==> config.mk <==
export PLATFORM = sky130hd
export DESIGN_NAME = au8_top
export DESIGN_NICKNAME = d
export VERILOG_FILES = /design/src/verilog/au8_adder.v /design/src/verilog/au8_top.v
export VERILOG_INCLUDE_DIRS = /design/src /design/src/verilog
export SDC_FILE = /design/constraint.sdc
export NUM_CORES = 1
export LEC_CHECK = 0
export ABC_AREA = 1
export ABC_CLOCK_PERIOD_IN_PS = 6200
export BUFFER_PORTS_ARGS = -buffer_cell sky130_fd_sc_hd__buf_4
export CAP_MARGIN = 0
export CORE_UTILIZATION = 65
export CTS_BUF_LIST = sky130_fd_sc_hd__clkbuf_2
export CTS_CLUSTER_DIAMETER = 120
export DETAILED_ROUTE_END_ITERATION = 6
export GPL_ROUTABILITY_DRIVEN = 0
export PLACE_DENSITY = 0.94
export SETUP_SLACK_MARGIN = 0.5
export SYNTH_ARGS = -nofsm -noshare
export SYNTH_HDL_FRONTEND = slang
export SYNTH_SLANG_ARGS = --single-unit
export TNS_END_PERCENT = 30
==> constraint.sdc <==
create_clock -name CLK -period 6.2 [get_ports CLK]
set_input_delay 0.31 -clock CLK [delete_from_list [all_inputs] [get_ports CLK]]
set_output_delay 0.31 -clock CLK [all_outputs]
set_load 0.01 [all_outputs]
==> src/verilog/au8_defs.vh <==
// Constants shared by the 8-bit arithmetic unit and its testbench.
// Assumes inclusion by bare name from files under verilog/ and tb/.
`ifndef AU8_DEFS_VH
`define AU8_DEFS_VH

// Register byte offsets on the AHB-Lite slave
`define AU8_OFS_CMD 12'h000
`define AU8_OFS_IMM 12'h004
`define AU8_OFS_WREG 12'h008
`define AU8_OFS_FLAGS 12'h00c
`define AU8_OFS_STAT 12'h010
`define AU8_OFS_MEM 12'h040

// Command register fields
`define AU8_CMD_OP_LSB 0
`define AU8_CMD_OP_W 5
`define AU8_CMD_ADR_LSB 8

// Flag register bit positions
`define AU8_FLG_Z 0
`define AU8_FLG_C 1
`define AU8_FLG_HC 2
`define AU8_FLG_OVF 3

// Status register bit positions
`define AU8_STAT_BAD 0
`define AU8_STAT_CNT_LSB 8

// Reset values
`define AU8_RST_BYTE 8'h00
`define AU8_RST_FLAGS 4'h0

// Operation codes written to the command register
`define AU8_OP_ADD_AI 5'h00
`define AU8_OP_ADD_AM 5'h01
`define AU8_OP_ADD_MA 5'h02
`define AU8_OP_ADDC_AM 5'h03
`define AU8_OP_ADDC_MA 5'h04
`define AU8_OP_ADDC_A 5'h05
`define AU8_OP_ADDC_M 5'h06
`define AU8_OP_NADD_AM 5'h07
`define AU8_OP_NADD_MA 5'h08
`define AU8_OP_SUB_AI 5'h09
`define AU8_OP_SUB_AM 5'h0a
`define AU8_OP_SUB_MA 5'h0b
`define AU8_OP_SUBC_AM 5'h0c
`define AU8_OP_SUBC_MA 5'h0d
`define AU8_OP_SUBC_A 5'h0e
`define AU8_OP_SUBC_M 5'h0f
`define AU8_OP_INC_M 5'h10
`define AU8_OP_DEC_M 5'h11
`define AU8_OP_CLR_M 5'h12

`endif

==> src/verilog/au8_adder.v <==
// Combinational 8-bit adder/subtractor with flag generation.
// Assumes the caller supplies operands already chosen; no clock here.
module au8_adder (
    input wire [7:0] x,
    input wire [7:0] y,
    input wire cin,
    input wire sub,
    output wire [7:0] res,
    output wire flag_z,
    output wire flag_c,
    output wire flag_hc,
    output wire flag_ovf
);
    wire [7:0] y_eff;
    wire c_eff;
    wire [8:0] sum9;
    wire [4:0] sum5;

    // Subtraction adds the two's complement: invert y, carry-in is not-borrow
    assign y_eff = sub ? ~y : y;
    assign c_eff = sub ? ~cin : cin;
    assign sum9 = {1'b0, x} + {1'b0, y_eff} + {8'h00, c_eff};
    assign sum5 = {1'b0, x[3:0]} + {1'b0, y_eff[3:0]} + {4'h0, c_eff};
    assign res = sum9[7:0];

    // A missing carry out of an inverted-operand add is the borrow
    assign flag_c = sub ? ~sum9[8] : sum9[8];
    assign flag_hc = sub ? ~sum5[4] : sum5[4];
    assign flag_z = (sum9[7:0] == 8'h00);
    // Overflow: both addends share a sign that the result does not
    assign flag_ovf = (x[7] == y_eff[7]) && (sum9[7] != x[7]);
endmodule

==> src/verilog/au8_top.v <==
// 8-bit arithmetic unit with working register, flags and a small data memory,
// reached over an AHB-Lite slave port. Assumes one master, word transfers only.
//
// Contract
// - Immediate add: working register plus immediate
// - Memory add into working register
// - Memory add written back to memory
// - Add with carry into working register
// - Add with carry into memory
// - Working register plus carry only
// - Memory byte plus carry only
// - Memory minus working register into register
// - Working register minus memory into memory
// - Immediate subtract via two's complement add
// - Register minus memory into register
// - Memory minus register into memory
// - Register minus memory minus carry
// - Memory minus register minus carry
// - Working register minus carry only
// - Memory byte minus carry only
// - Increment memory byte in place
// - Decrement memory byte in place
// - Clear writes zero to memory
// - Every operation updates all four flags
//
// Implementation choices: the AHB-Lite slave port and the register addresses.
`include "au8_defs.vh"

module au8_top #(
    parameter MEM_AW = 4
) (
    input wire CLK,
    input wire SRST,
    input wire HSEL,
    input wire [31:0] HADDR,
    input wire [1:0] HTRANS,
    input wire HWRITE,
    input wire [2:0] HSIZE,
    input wire [31:0] HWDATA,
    input wire HREADY,
    output reg [31:0] HRDATA,
    output reg HREADYOUT,
    output reg HRESP
);
    localparam MEM_DEPTH = 1 << MEM_AW;
    // Bus states; S_DATA is the data phase wait state that every access takes,
    // S_EXEC the extra wait in which a launched command writes its result
    localparam S_IDLE = 2'b00;
    localparam S_DATA = 2'b01;
    localparam S_EXEC = 2'b10;

    reg [1:0] state_r;
    reg [1:0] state_nxt;
    reg [11:0] addr_r;
    reg write_r;
    reg [7:0] wreg_r;
    reg [7:0] imm_r;
    reg flg_z_r;
    reg flg_c_r;
    reg flg_hc_r;
    reg flg_ovf_r;
    reg bad_r;
    reg [7:0] cnt_r;
    reg [4:0] op_r;
    reg [MEM_AW-1:0] madr_r;
    reg [7:0] mem_r [0:MEM_DEPTH-1];

    wire take;
    wire [7:0] mbyte;
    reg [7:0] op_x;
    reg [7:0] op_y;
    reg op_cin;
    reg op_sub;
    reg op_to_mem;
    reg op_ok;
    wire [7:0] alu_res;
    wire alu_z;
    wire alu_c;
    wire alu_hc;
    wire alu_ovf;
    integer i;

    // Hit test for the data memory window; addresses outside it and outside the registers read as zero
    function mem_hit;
        input [11:0] a;
        begin
            mem_hit = (a >= `AU8_OFS_MEM) &&
                      (a < (`AU8_OFS_MEM + (MEM_DEPTH << 2)));
        end
    endfunction

    // Byte index inside the memory window; only meaningful on a hit
    function [MEM_AW-1:0] mem_idx;
        input [11:0] a;
        reg [11:0] d;
        begin
            d = a - `AU8_OFS_MEM;
            mem_idx = d[MEM_AW+1:2];
        end
    endfunction

    // Accept an address phase only when idle and the bus is ready
    assign take = (state_r == S_IDLE) && HSEL && HTRANS[1] && HREADY;
    assign mbyte = mem_r[madr_r];

    // Bus sequencing: every access takes one wait state, commands a second
    always @* begin
        state_nxt = state_r;
        case (state_r)
            S_IDLE: begin
                if (take) begin
                    state_nxt = S_DATA;
                end
            end
            S_DATA: begin
                if (write_r && (addr_r == `AU8_OFS_CMD)) begin
                    state_nxt = S_EXEC;
                end else begin
                    state_nxt = S_IDLE;
                end
            end
            S_EXEC: state_nxt = S_IDLE;
            default: state_nxt = S_IDLE;
        endcase
    end

    // Operand routing per operation code
    always @* begin
        op_x = wreg_r;
        op_y = 8'h00;
        op_cin = 1'b0;
        op_sub = 1'b0;
        op_to_mem = 1'b0;
        op_ok = 1'b1;
        case (op_r)
            `AU8_OP_ADD_AI: begin
                op_y = imm_r;
            end
            `AU8_OP_ADD_AM: begin
                op_y = mbyte;
            end
            `AU8_OP_ADD_MA: begin
                op_y = mbyte;
                op_to_mem = 1'b1;
            end
            `AU8_OP_ADDC_AM: begin
                op_y = mbyte;
                op_cin = flg_c_r;
            end
            `AU8_OP_ADDC_MA: begin
                op_y = mbyte;
                op_cin = flg_c_r;
                op_to_mem = 1'b1;
            end
            `AU8_OP_ADDC_A: begin
                op_cin = flg_c_r;
            end
            `AU8_OP_ADDC_M: begin
                op_x = mbyte;
                op_cin = flg_c_r;
                op_to_mem = 1'b1;
            end
            `AU8_OP_NADD_AM: begin
                // Negated register plus memory is memory minus register
                op_x = mbyte;
                op_y = wreg_r;
                op_sub = 1'b1;
            end
            `AU8_OP_NADD_MA: begin
                op_y = mbyte;
                op_sub = 1'b1;
                op_to_mem = 1'b1;
            end
            `AU8_OP_SUB_AI: begin
                op_y = imm_r;
                op_sub = 1'b1;
            end
            `AU8_OP_SUB_AM: begin
                op_y = mbyte;
                op_sub = 1'b1;
            end
            `AU8_OP_SUB_MA: begin
                op_x = mbyte;
                op_y = wreg_r;
                op_sub = 1'b1;
                op_to_mem = 1'b1;
            end
            `AU8_OP_SUBC_AM: begin
                op_y = mbyte;
                op_cin = flg_c_r;
                op_sub = 1'b1;
            end
            `AU8_OP_SUBC_MA: begin
                op_x = mbyte;
                op_y = wreg_r;
                op_cin = flg_c_r;
                op_sub = 1'b1;
                op_to_mem = 1'b1;
            end
            `AU8_OP_SUBC_A: begin
                op_cin = flg_c_r;
                op_sub = 1'b1;
            end
            `AU8_OP_SUBC_M: begin
                op_x = mbyte;
                op_cin = flg_c_r;
                op_sub = 1'b1;
                op_to_mem = 1'b1;
            end
            `AU8_OP_INC_M: begin
                op_x = mbyte;
                op_y = 8'h01;
                op_to_mem = 1'b1;
            end
            `AU8_OP_DEC_M: begin
                op_x = mbyte;
                op_y = 8'h01;
                op_sub = 1'b1;
                op_to_mem = 1'b1;
            end
            `AU8_OP_CLR_M: begin
                // Zero plus zero gives the zero result and its flags
                op_x = 8'h00;
                op_to_mem = 1'b1;
            end
            default: begin
                op_ok = 1'b0;
            end
        endcase
    end

    au8_adder u_adder (
        .x(op_x),
        .y(op_y),
        .cin(op_cin),
        .sub(op_sub),
        .res(alu_res),
        .flag_z(alu_z),
        .flag_c(alu_c),
        .flag_hc(alu_hc),
        .flag_ovf(alu_ovf)
    );

    // Bus handshake, captured address phase and read data
    always @(posedge CLK) begin
        if (SRST) begin
            state_r <= S_IDLE;
            addr_r <= 12'h000;
            write_r <= 1'b0;
            HREADYOUT <= 1'b1;
            HRESP <= 1'b0;
            HRDATA <= 32'h00000000;
        end else begin
            state_r <= state_nxt;
            HRESP <= 1'b0;
            if (take) begin
                addr_r <= HADDR[11:0];
                write_r <= HWRITE;
                HREADYOUT <= 1'b0;
            end else if (state_nxt == S_IDLE) begin
                HREADYOUT <= 1'b1;
            end
            // Read data is loaded while the wait state holds the master
            if (state_r == S_DATA && !write_r) begin
                HRDATA <= 32'h00000000;
                if (addr_r == `AU8_OFS_CMD) begin
                    HRDATA[`AU8_CMD_OP_LSB +: `AU8_CMD_OP_W] <= op_r;
                    HRDATA[`AU8_CMD_ADR_LSB +: MEM_AW] <= madr_r;
                end else if (addr_r == `AU8_OFS_IMM) begin
                    HRDATA[7:0] <= imm_r;
                end else if (addr_r == `AU8_OFS_WREG) begin
                    HRDATA[7:0] <= wreg_r;
                end else if (addr_r == `AU8_OFS_FLAGS) begin
                    HRDATA[`AU8_FLG_Z] <= flg_z_r;
                    HRDATA[`AU8_FLG_C] <= flg_c_r;
                    HRDATA[`AU8_FLG_HC] <= flg_hc_r;
                    HRDATA[`AU8_FLG_OVF] <= flg_ovf_r;
                end else if (addr_r == `AU8_OFS_STAT) begin
                    HRDATA[`AU8_STAT_BAD] <= bad_r;
                    HRDATA[`AU8_STAT_CNT_LSB +: 8] <= cnt_r;
                end else if (mem_hit(addr_r)) begin
                    HRDATA[7:0] <= mem_r[mem_idx(addr_r)];
                end
            end
        end
    end

    // Register writes from the bus and results from the datapath
    always @(posedge CLK) begin
        if (SRST) begin
            wreg_r <= `AU8_RST_BYTE;
            imm_r <= `AU8_RST_BYTE;
            op_r <= 5'h00;
            madr_r <= {MEM_AW{1'b0}};
            {flg_ovf_r, flg_hc_r, flg_c_r, flg_z_r} <= `AU8_RST_FLAGS;
            bad_r <= 1'b0;
            cnt_r <= 8'h00;
            for (i = 0; i < MEM_DEPTH; i = i + 1) begin
                mem_r[i] <= `AU8_RST_BYTE;
            end
        end else if (state_r == S_DATA && write_r) begin
            // Data phase write; bits above each register's width are dropped
            if (addr_r == `AU8_OFS_CMD) begin
                op_r <= HWDATA[`AU8_CMD_OP_LSB +: `AU8_CMD_OP_W];
                madr_r <= HWDATA[`AU8_CMD_ADR_LSB +: MEM_AW];
            end else if (addr_r == `AU8_OFS_IMM) begin
                imm_r <= HWDATA[7:0];
            end else if (addr_r == `AU8_OFS_WREG) begin
                wreg_r <= HWDATA[7:0];
            end else if (addr_r == `AU8_OFS_FLAGS) begin
                flg_z_r <= HWDATA[`AU8_FLG_Z];
                flg_c_r <= HWDATA[`AU8_FLG_C];
                flg_hc_r <= HWDATA[`AU8_FLG_HC];
                flg_ovf_r <= HWDATA[`AU8_FLG_OVF];
            end else if (addr_r == `AU8_OFS_STAT) begin
                // Write one clears the bad-operation flag
                if (HWDATA[`AU8_STAT_BAD]) begin
                    bad_r <= 1'b0;
                end
            end else if (mem_hit(addr_r)) begin
                mem_r[mem_idx(addr_r)] <= HWDATA[7:0];
            end
        end else if (state_r == S_EXEC) begin
            if (op_ok) begin
                if (op_to_mem) begin
                    mem_r[madr_r] <= alu_res;
                end else begin
                    wreg_r <= alu_res;
                end
                // All four flags follow the result, clear included
                flg_z_r <= alu_z;
                flg_c_r <= alu_c;
                flg_hc_r <= alu_hc;
                flg_ovf_r <= alu_ovf;
                cnt_r <= cnt_r + 8'h01;
            end else begin
                // Unknown code leaves data and flags untouched
                bad_r <= 1'b1;
            end
        end
    end
endmodule

### Word-level counts from Yosys, hierarchy flattened

Memories as Yosys holds them, arrays and structs flattened. A register that Yosys moved wholly into a read port is not among the register bits.
Index checks and enable logic that the tools add are counted.

* register bits after elaboration: 70
* memory bits (writable): 128
* input port bits: 74
* output and inout bits: 34
* word-level logic and storage cells: 205
* memories: 1

* $add $sub $neg: 6
* magnitude comparators: 2
* eq/ne operators: 36
* muxes and demuxes: 105
* bitwise operators: 6
* reductions and logical operators: 34

Memories
* mem_r: depth 16, width 8, read ports 2, clocked after memory_dff 1, wr ports 16, RTL line au8_top.v:66 `reg [7:0] mem_r [0:MEM_DEPTH-1];`

Operators by type and width (count)
* 8-bit 2-to-1 mux: 23
* 1-bit 2-to-1 mux: 66
* 5-bit by 4-bit == test with 1-bit output, second input constant: 8
* 8-bit case mux with 4 select lines: 1
* 4-bit 2-to-1 mux: 7
* 12-bit by 4-bit == test with 1-bit output, second input constant: 2
* 8-bit OR reduction: 3
* 5-bit by 3-bit == test with 1-bit output, second input constant: 4
* 10-bit OR reduction: 2
* 19-bit OR reduction: 1
* 8-bit case mux with 2 select lines: 1
* 5-bit == test, second input constant: 3
* 7-bit OR reduction: 2
* 12-bit by 3-bit == test with 1-bit output, second input constant: 1
* 12-bit by 5-bit == test with 1-bit output, second input constant: 1
* 12-bit by 7-bit greater-or-equal comparator with 1-bit output, second input constant: 1
* 12-bit zero test: 1
* 12-bit by 8-bit < comparator with 1-bit output, second input constant: 1
* 12-bit 2-to-1 mux: 1
* 6-bit AND reduction: 2
* 5-bit by 2-bit == test with 1-bit output, second input constant: 2
* 2-bit by 1-bit inequality test with 1-bit output, second input constant: 5
* 2-bit inequality test, second input constant: 5
* 8-bit by 8-bit adder with 9-bit output: 1
* other kinds (28): 45

### Logic depth before layout (Yosys ltp)

* depth after elaboration: 15
* gate-level depth with buffers: 22
* depth with buffers taken out: 21

### By module

Synthesis repeated with hierarchy kept, for this count alone.

* cell total of the unflattened synthesis: 1498
* area, all modules: 12127.9 um^2

By module, submodules not included
* au8_top: instances 1, cells each 1399, area an instance 11534.8 um^2, seq. area each 5405.2 um^2
* au8_adder: instances 1, cells each 99, area an instance 593.1 um^2, seq. area each 0.0 um^2

### Least setup slack after synthesis

OpenSTA, ideal clock, no wires.

* path kind: register -> register
* start: register (tool-made name)
* end: memory mem_r[0][4], data pin
* setup time: 255 ps
* arrival: 3110 ps
* required time: 5945 ps
* path slack: 2835 ps
* cell stages (with the launch flop): 21
* path buffers: 3
* period minus slack after synthesis: 3365 ps
* cell sequence: dfxtp_1 clkbuf_1 clkbuf_1 a21oi_1 o21ai_0 nand3_1 nand3_1 nand3_1 nand2_1 xor2_1 fa_1 inv_1 fa_1 inv_1 nand3_1 nand2_1 xnor2_1 nand2_1 o21ai_2 buf_4 nor2_2

RTL lines (RTL line)
* to (decl): au8_top.v:66

==> parameters.txt <==
Parameter                              Value

Status
  Run status ... complete, but fails checks
  Violated checks ... design-rule violations

Detailed routing
  Per-cell via count in the routed design ... 6.40
  Pre-Repair DR Iteration Count ... 7
  Number of nets with antenna violations after detailed routing ... 0
  WL final ... ~35 mm
  Iter 0 DRT Violations ... about 2400
  Residual DRC ... 25
  Number of vias in the routed layout ... 11800
  Per-cell routed wire length ... just under 20 um

Finish
  Share of final-layout standard cells stronger than drive strength 1 ... roughly 17%
  Number of nets in the layout ... roughly 1700
  Most common cell after layout, fill and taps aside ... sky130_fd_sc_hd__nand2_1
  Number of fill cells ... 1327
  Commonest non-fill, non-tap cells in the layout ... 303 x sky130_fd_sc_hd__nand2_1, 248 x sky130_fd_sc_hd__nand3_1, 135 x sky130_fd_sc_hd__nor2_1
  Signed area change from the synthesized netlist to the final layout ... 8.11%

Setup path
  CP Launch Type ... flip-flop
  Required time at the endpoint of the critical path ... between 6 and 7 ns
  Worst-path fanout max ... 59
  Nature of the critical path endpoint ... flip-flop
  Arrival time worst endpoint ... about 5.4 ns
  Type of the setup path with the least slack ... flip-flop to flip-flop

Floorplanning
  Horizontal die dimension ... about 140 um
  Row count ... 49
  Top-level port count ... roughly 110
  Area of the core region ... approximately 18000 um2
  Initial standard-cell utilization of the core ... roughly two thirds
  Die ar. ... around 19000 um2
  Die extent in y ... about 140 um

Timing
  Setup TNS after final layout ... 0 ns
  Final setup vio count ... 0
  Ratio of final minimum period to clock period ... 78.3%
  Final hold slack ... 0.283 ns
  Time the worst path needs with I/O delays and setup ... ~5 ns
  Max frequency ... approximately 200 MHz
  Least-Margin Pin Slew ... about 1.2 ns
  Max Slew Vio Count ... 0
  RSZ-0062 raised after global routing ... no
  Slew Limit Headroom ... between 10% and 20%
  Maximum clock skew at final layout ... 0.0783 ns
  Final hold violation count ... 0

Power
  Proportion of power drawn by flip-flops and latches ... 56.6%
  Pwr dens ... 206 nW/um2
  Cell-internal power ... 1880 uW
  Part of the power in combinational logic ... roughly a tenth
  Sw power ... slightly below 800 uW
  Peak VDD IR ... 0.000141 V
  Net Sw Frac ... roughly 29%
  Leak Pwr ... 0.00580 uW
  Clock power share ... between 30% and 40%

Place
  Detailed placer's ending HPWL ... 22.5 mm
  # port buffers ... 46

Clock network
  Inserted Clock Buffers ... between 40 and 50
  CTS H-tree lvls ... 2
  Sink Count ... between 200 and 250
  Clock latency at the later pin of the worst-skew pair ... 0.86 ns
  Clock tree from TritonCTS ... done
  Largest buffer count on any clock path ... 3
  Library cell used as clock root buffer ... sky130_fd_sc_hd__clkbuf_2
  Clock transition at the registers of the reported paths ... around 0.15 ns

Synth
  Dominant cell type by area after synthesis ... sky130_fd_sc_hd__edfxtp_1
  Number of warnings printed during yosys synthesis ... 0
  Fraction of post-synthesis cell area in the top cell type by area ... about a third
  Avg Cell Area, Syn ... roughly 8 um2
  Top cells by area, synth ... sky130_fd_sc_hd__edfxtp_1 32%, sky130_fd_sc_hd__dfxtp_1 13%, sky130_fd_sc_hd__nand3_1 10%, sky130_fd_sc_hd__nand2_1 9.5%, sky130_fd_sc_hd__a21oi_1 4.7%
  Proportion of synthesized chip area in sequential cells ... between 40% and 50%
  Post-Syn Instances ... between 1500 and 2000
  Post-synthesis register bit count ... about 210
  Number of distinct library cell variants in the gate-level netlist after synthesis ... between 40 and 50
  Combined area of all synthesized cells ... approximately 12000 um2

GRT
  Global-route wire length before repair ... around 54 mm
  Via count of the first global-routing pass ... about 11000
  Pin count of the biggest net entering global routing ... 93
  GR Overflow Total ... 0
  Initial antenna violation count ... 1
  Total global-route track usage ... 38.2%

Job
  Max-cap viol count ... 0

Hold path
  Class of the tightest hold or removal check ... input port to flip-flop
[synth_stat cells (all sizes together)]
library cell,number
xor2,8
xnor2,3
a21oi,112
a211oi,1
o21a,3
nand3,251
nor2,217
conb,1
a31oi,1
o221ai,2
ha,8
a22oi,4
inv,114
or2,1
o21ai,121
nor3,10
nor3b,1
o211ai,7
clkbuf,56
fa,2
nand4,9
o21bai,4
buf,36
nand2b,1
edfxtp,128
nand2,335
o22ai,2
dfxtp,78
[layer usage]
metal	vias up	routed length, um	track usage (%)
li1	5210	-	-
met5	-	0	0
met3	239	5150	10.3
met1	5298	12000	48.2
met2	1024	16000	59.2
met4	0	2280	22.0
[registers in the layout (all words and copies together), names as in the netlist, named ones only]
| name | count |
|---|---|
| bad_r | 1 |
| flg_z_r | 1 |
| imm_r | 8 |
| flg_c_r | 1 |
| mem_r | 128 |
| madr_r | 4 |
| HRDATA | 16 |
| state_r | 2 |
| addr_r | 12 |
| op_r | 5 |
| wreg_r | 8 |
| HREADYOUT | 1 |
| flg_ovf_r | 1 |
| flg_hc_r | 1 |
| cnt_r | 8 |
| write_r | 1 |
[through the flow]
step / instances / setup slack (ns) / utilization, % / total power, uW / area, um2
6_report: 1838 / 1.34 / 72.0 / 2670 / 13000
5_1_grt: 1838 / 1.14 / 72.0 / 2740 / 13000
4_1_cts: 1837 / 1.56 / 71.9 / 2640 / 13000
3_5_place_dp: 1722 / 1.57 / 68.1 / 1780 / 12300
3_3_place_gp: 1722 / 1.66 / 68.1 / 1770 / 12300
2_1_floorplan: 1532 / 2.84 / - / 1710 / 12100
[worst max-delay path, stage by stage (launching register included)]
cell                       delay [ns]
sky130_fd_sc_hd__dfxtp_1         0.43
sky130_fd_sc_hd__inv_2           0.84
sky130_fd_sc_hd__a21oi_1         0.05
sky130_fd_sc_hd__o21ai_0         0.13
sky130_fd_sc_hd__nand3_1         0.14
sky130_fd_sc_hd__nand3_1         0.16
sky130_fd_sc_hd__nand3_1         0.12
sky130_fd_sc_hd__nand2_1         0.12
sky130_fd_sc_hd__xor2_1          0.20
sky130_fd_sc_hd__fa_1            0.31
sky130_fd_sc_hd__inv_1           0.08
sky130_fd_sc_hd__fa_1            0.40
sky130_fd_sc_hd__inv_1           0.09
sky130_fd_sc_hd__nand4_1         0.10
sky130_fd_sc_hd__o211ai_1        0.11
sky130_fd_sc_hd__xor2_1          0.18
sky130_fd_sc_hd__o21ai_2         0.91
sky130_fd_sc_hd__nor2_1          0.12
[timing repair]
action | in CTS | in global routing
resized for setup | 0 | 0
setup endpoints to repair | 0 | 0
hold buffers | 26 | 0
buffers inserted | 0 | 0
endpoints found under the hold margin | 61 | 0
[power groups by stage]
stage	combinational, uW	clock (uW)	sequential, uW
6_report	266	892	1510
5_1_grt	285	936	1520
4_1_cts	253	874	1510
3_5_place_dp	239	0	1540
3_3_place_gp	231	0	1540
2_1_floorplan	175	0	1530
[final timing paths]
check / slack [ns] / cells past startpoint / to / from
worst max-delay path: 1.34 / 17 / mem_r[14][6]$_SDFFCE_PN0P_ / flip-flop
worst min-delay path: 0.28 / 4 / op_r[0]$_SDFFE_PP0P_ / HWDATA[0]
worst max register to register: 1.34 / 17 / mem_r[14][6]$_SDFFCE_PN0P_ / flip-flop
worst min register to register: 0.47 / 2 / HRDATA[12]$_SDFFE_PP0P_ / HRDATA[12]$_SDFFE_PP0P_
[logic make-up after synthesis]
family | Yosys count | share of synthesized area, %
XOR/XNOR | 11 | 0.803
AND/OR/NAND/NOR | 825 | 33.5
other | 1 | 0.0313
adder cells (fa/ha/maj) | 10 | 1.17
buffers and inverters | 206 | 7.45
AO/OA/AOI/OAI | 257 | 12.0
flip-flops | 206 | 45.1
[cell type report]
cell class,instances,area (um2),area share [%]
Timing Repair Buffer,79,658,5.07
Inverter,114,428,3.30
Antenna cell,1,2.50,0.0193
Sequential cell,206,5410,41.7
Clock buffer,75,375,2.89
Tap cell,229,287,2.21
Clock inverter,14,53.8,0.415
Multi-Input combinational cell,1120,5760,44.4
No activity file was read; power rests on OpenSTA's default activity.
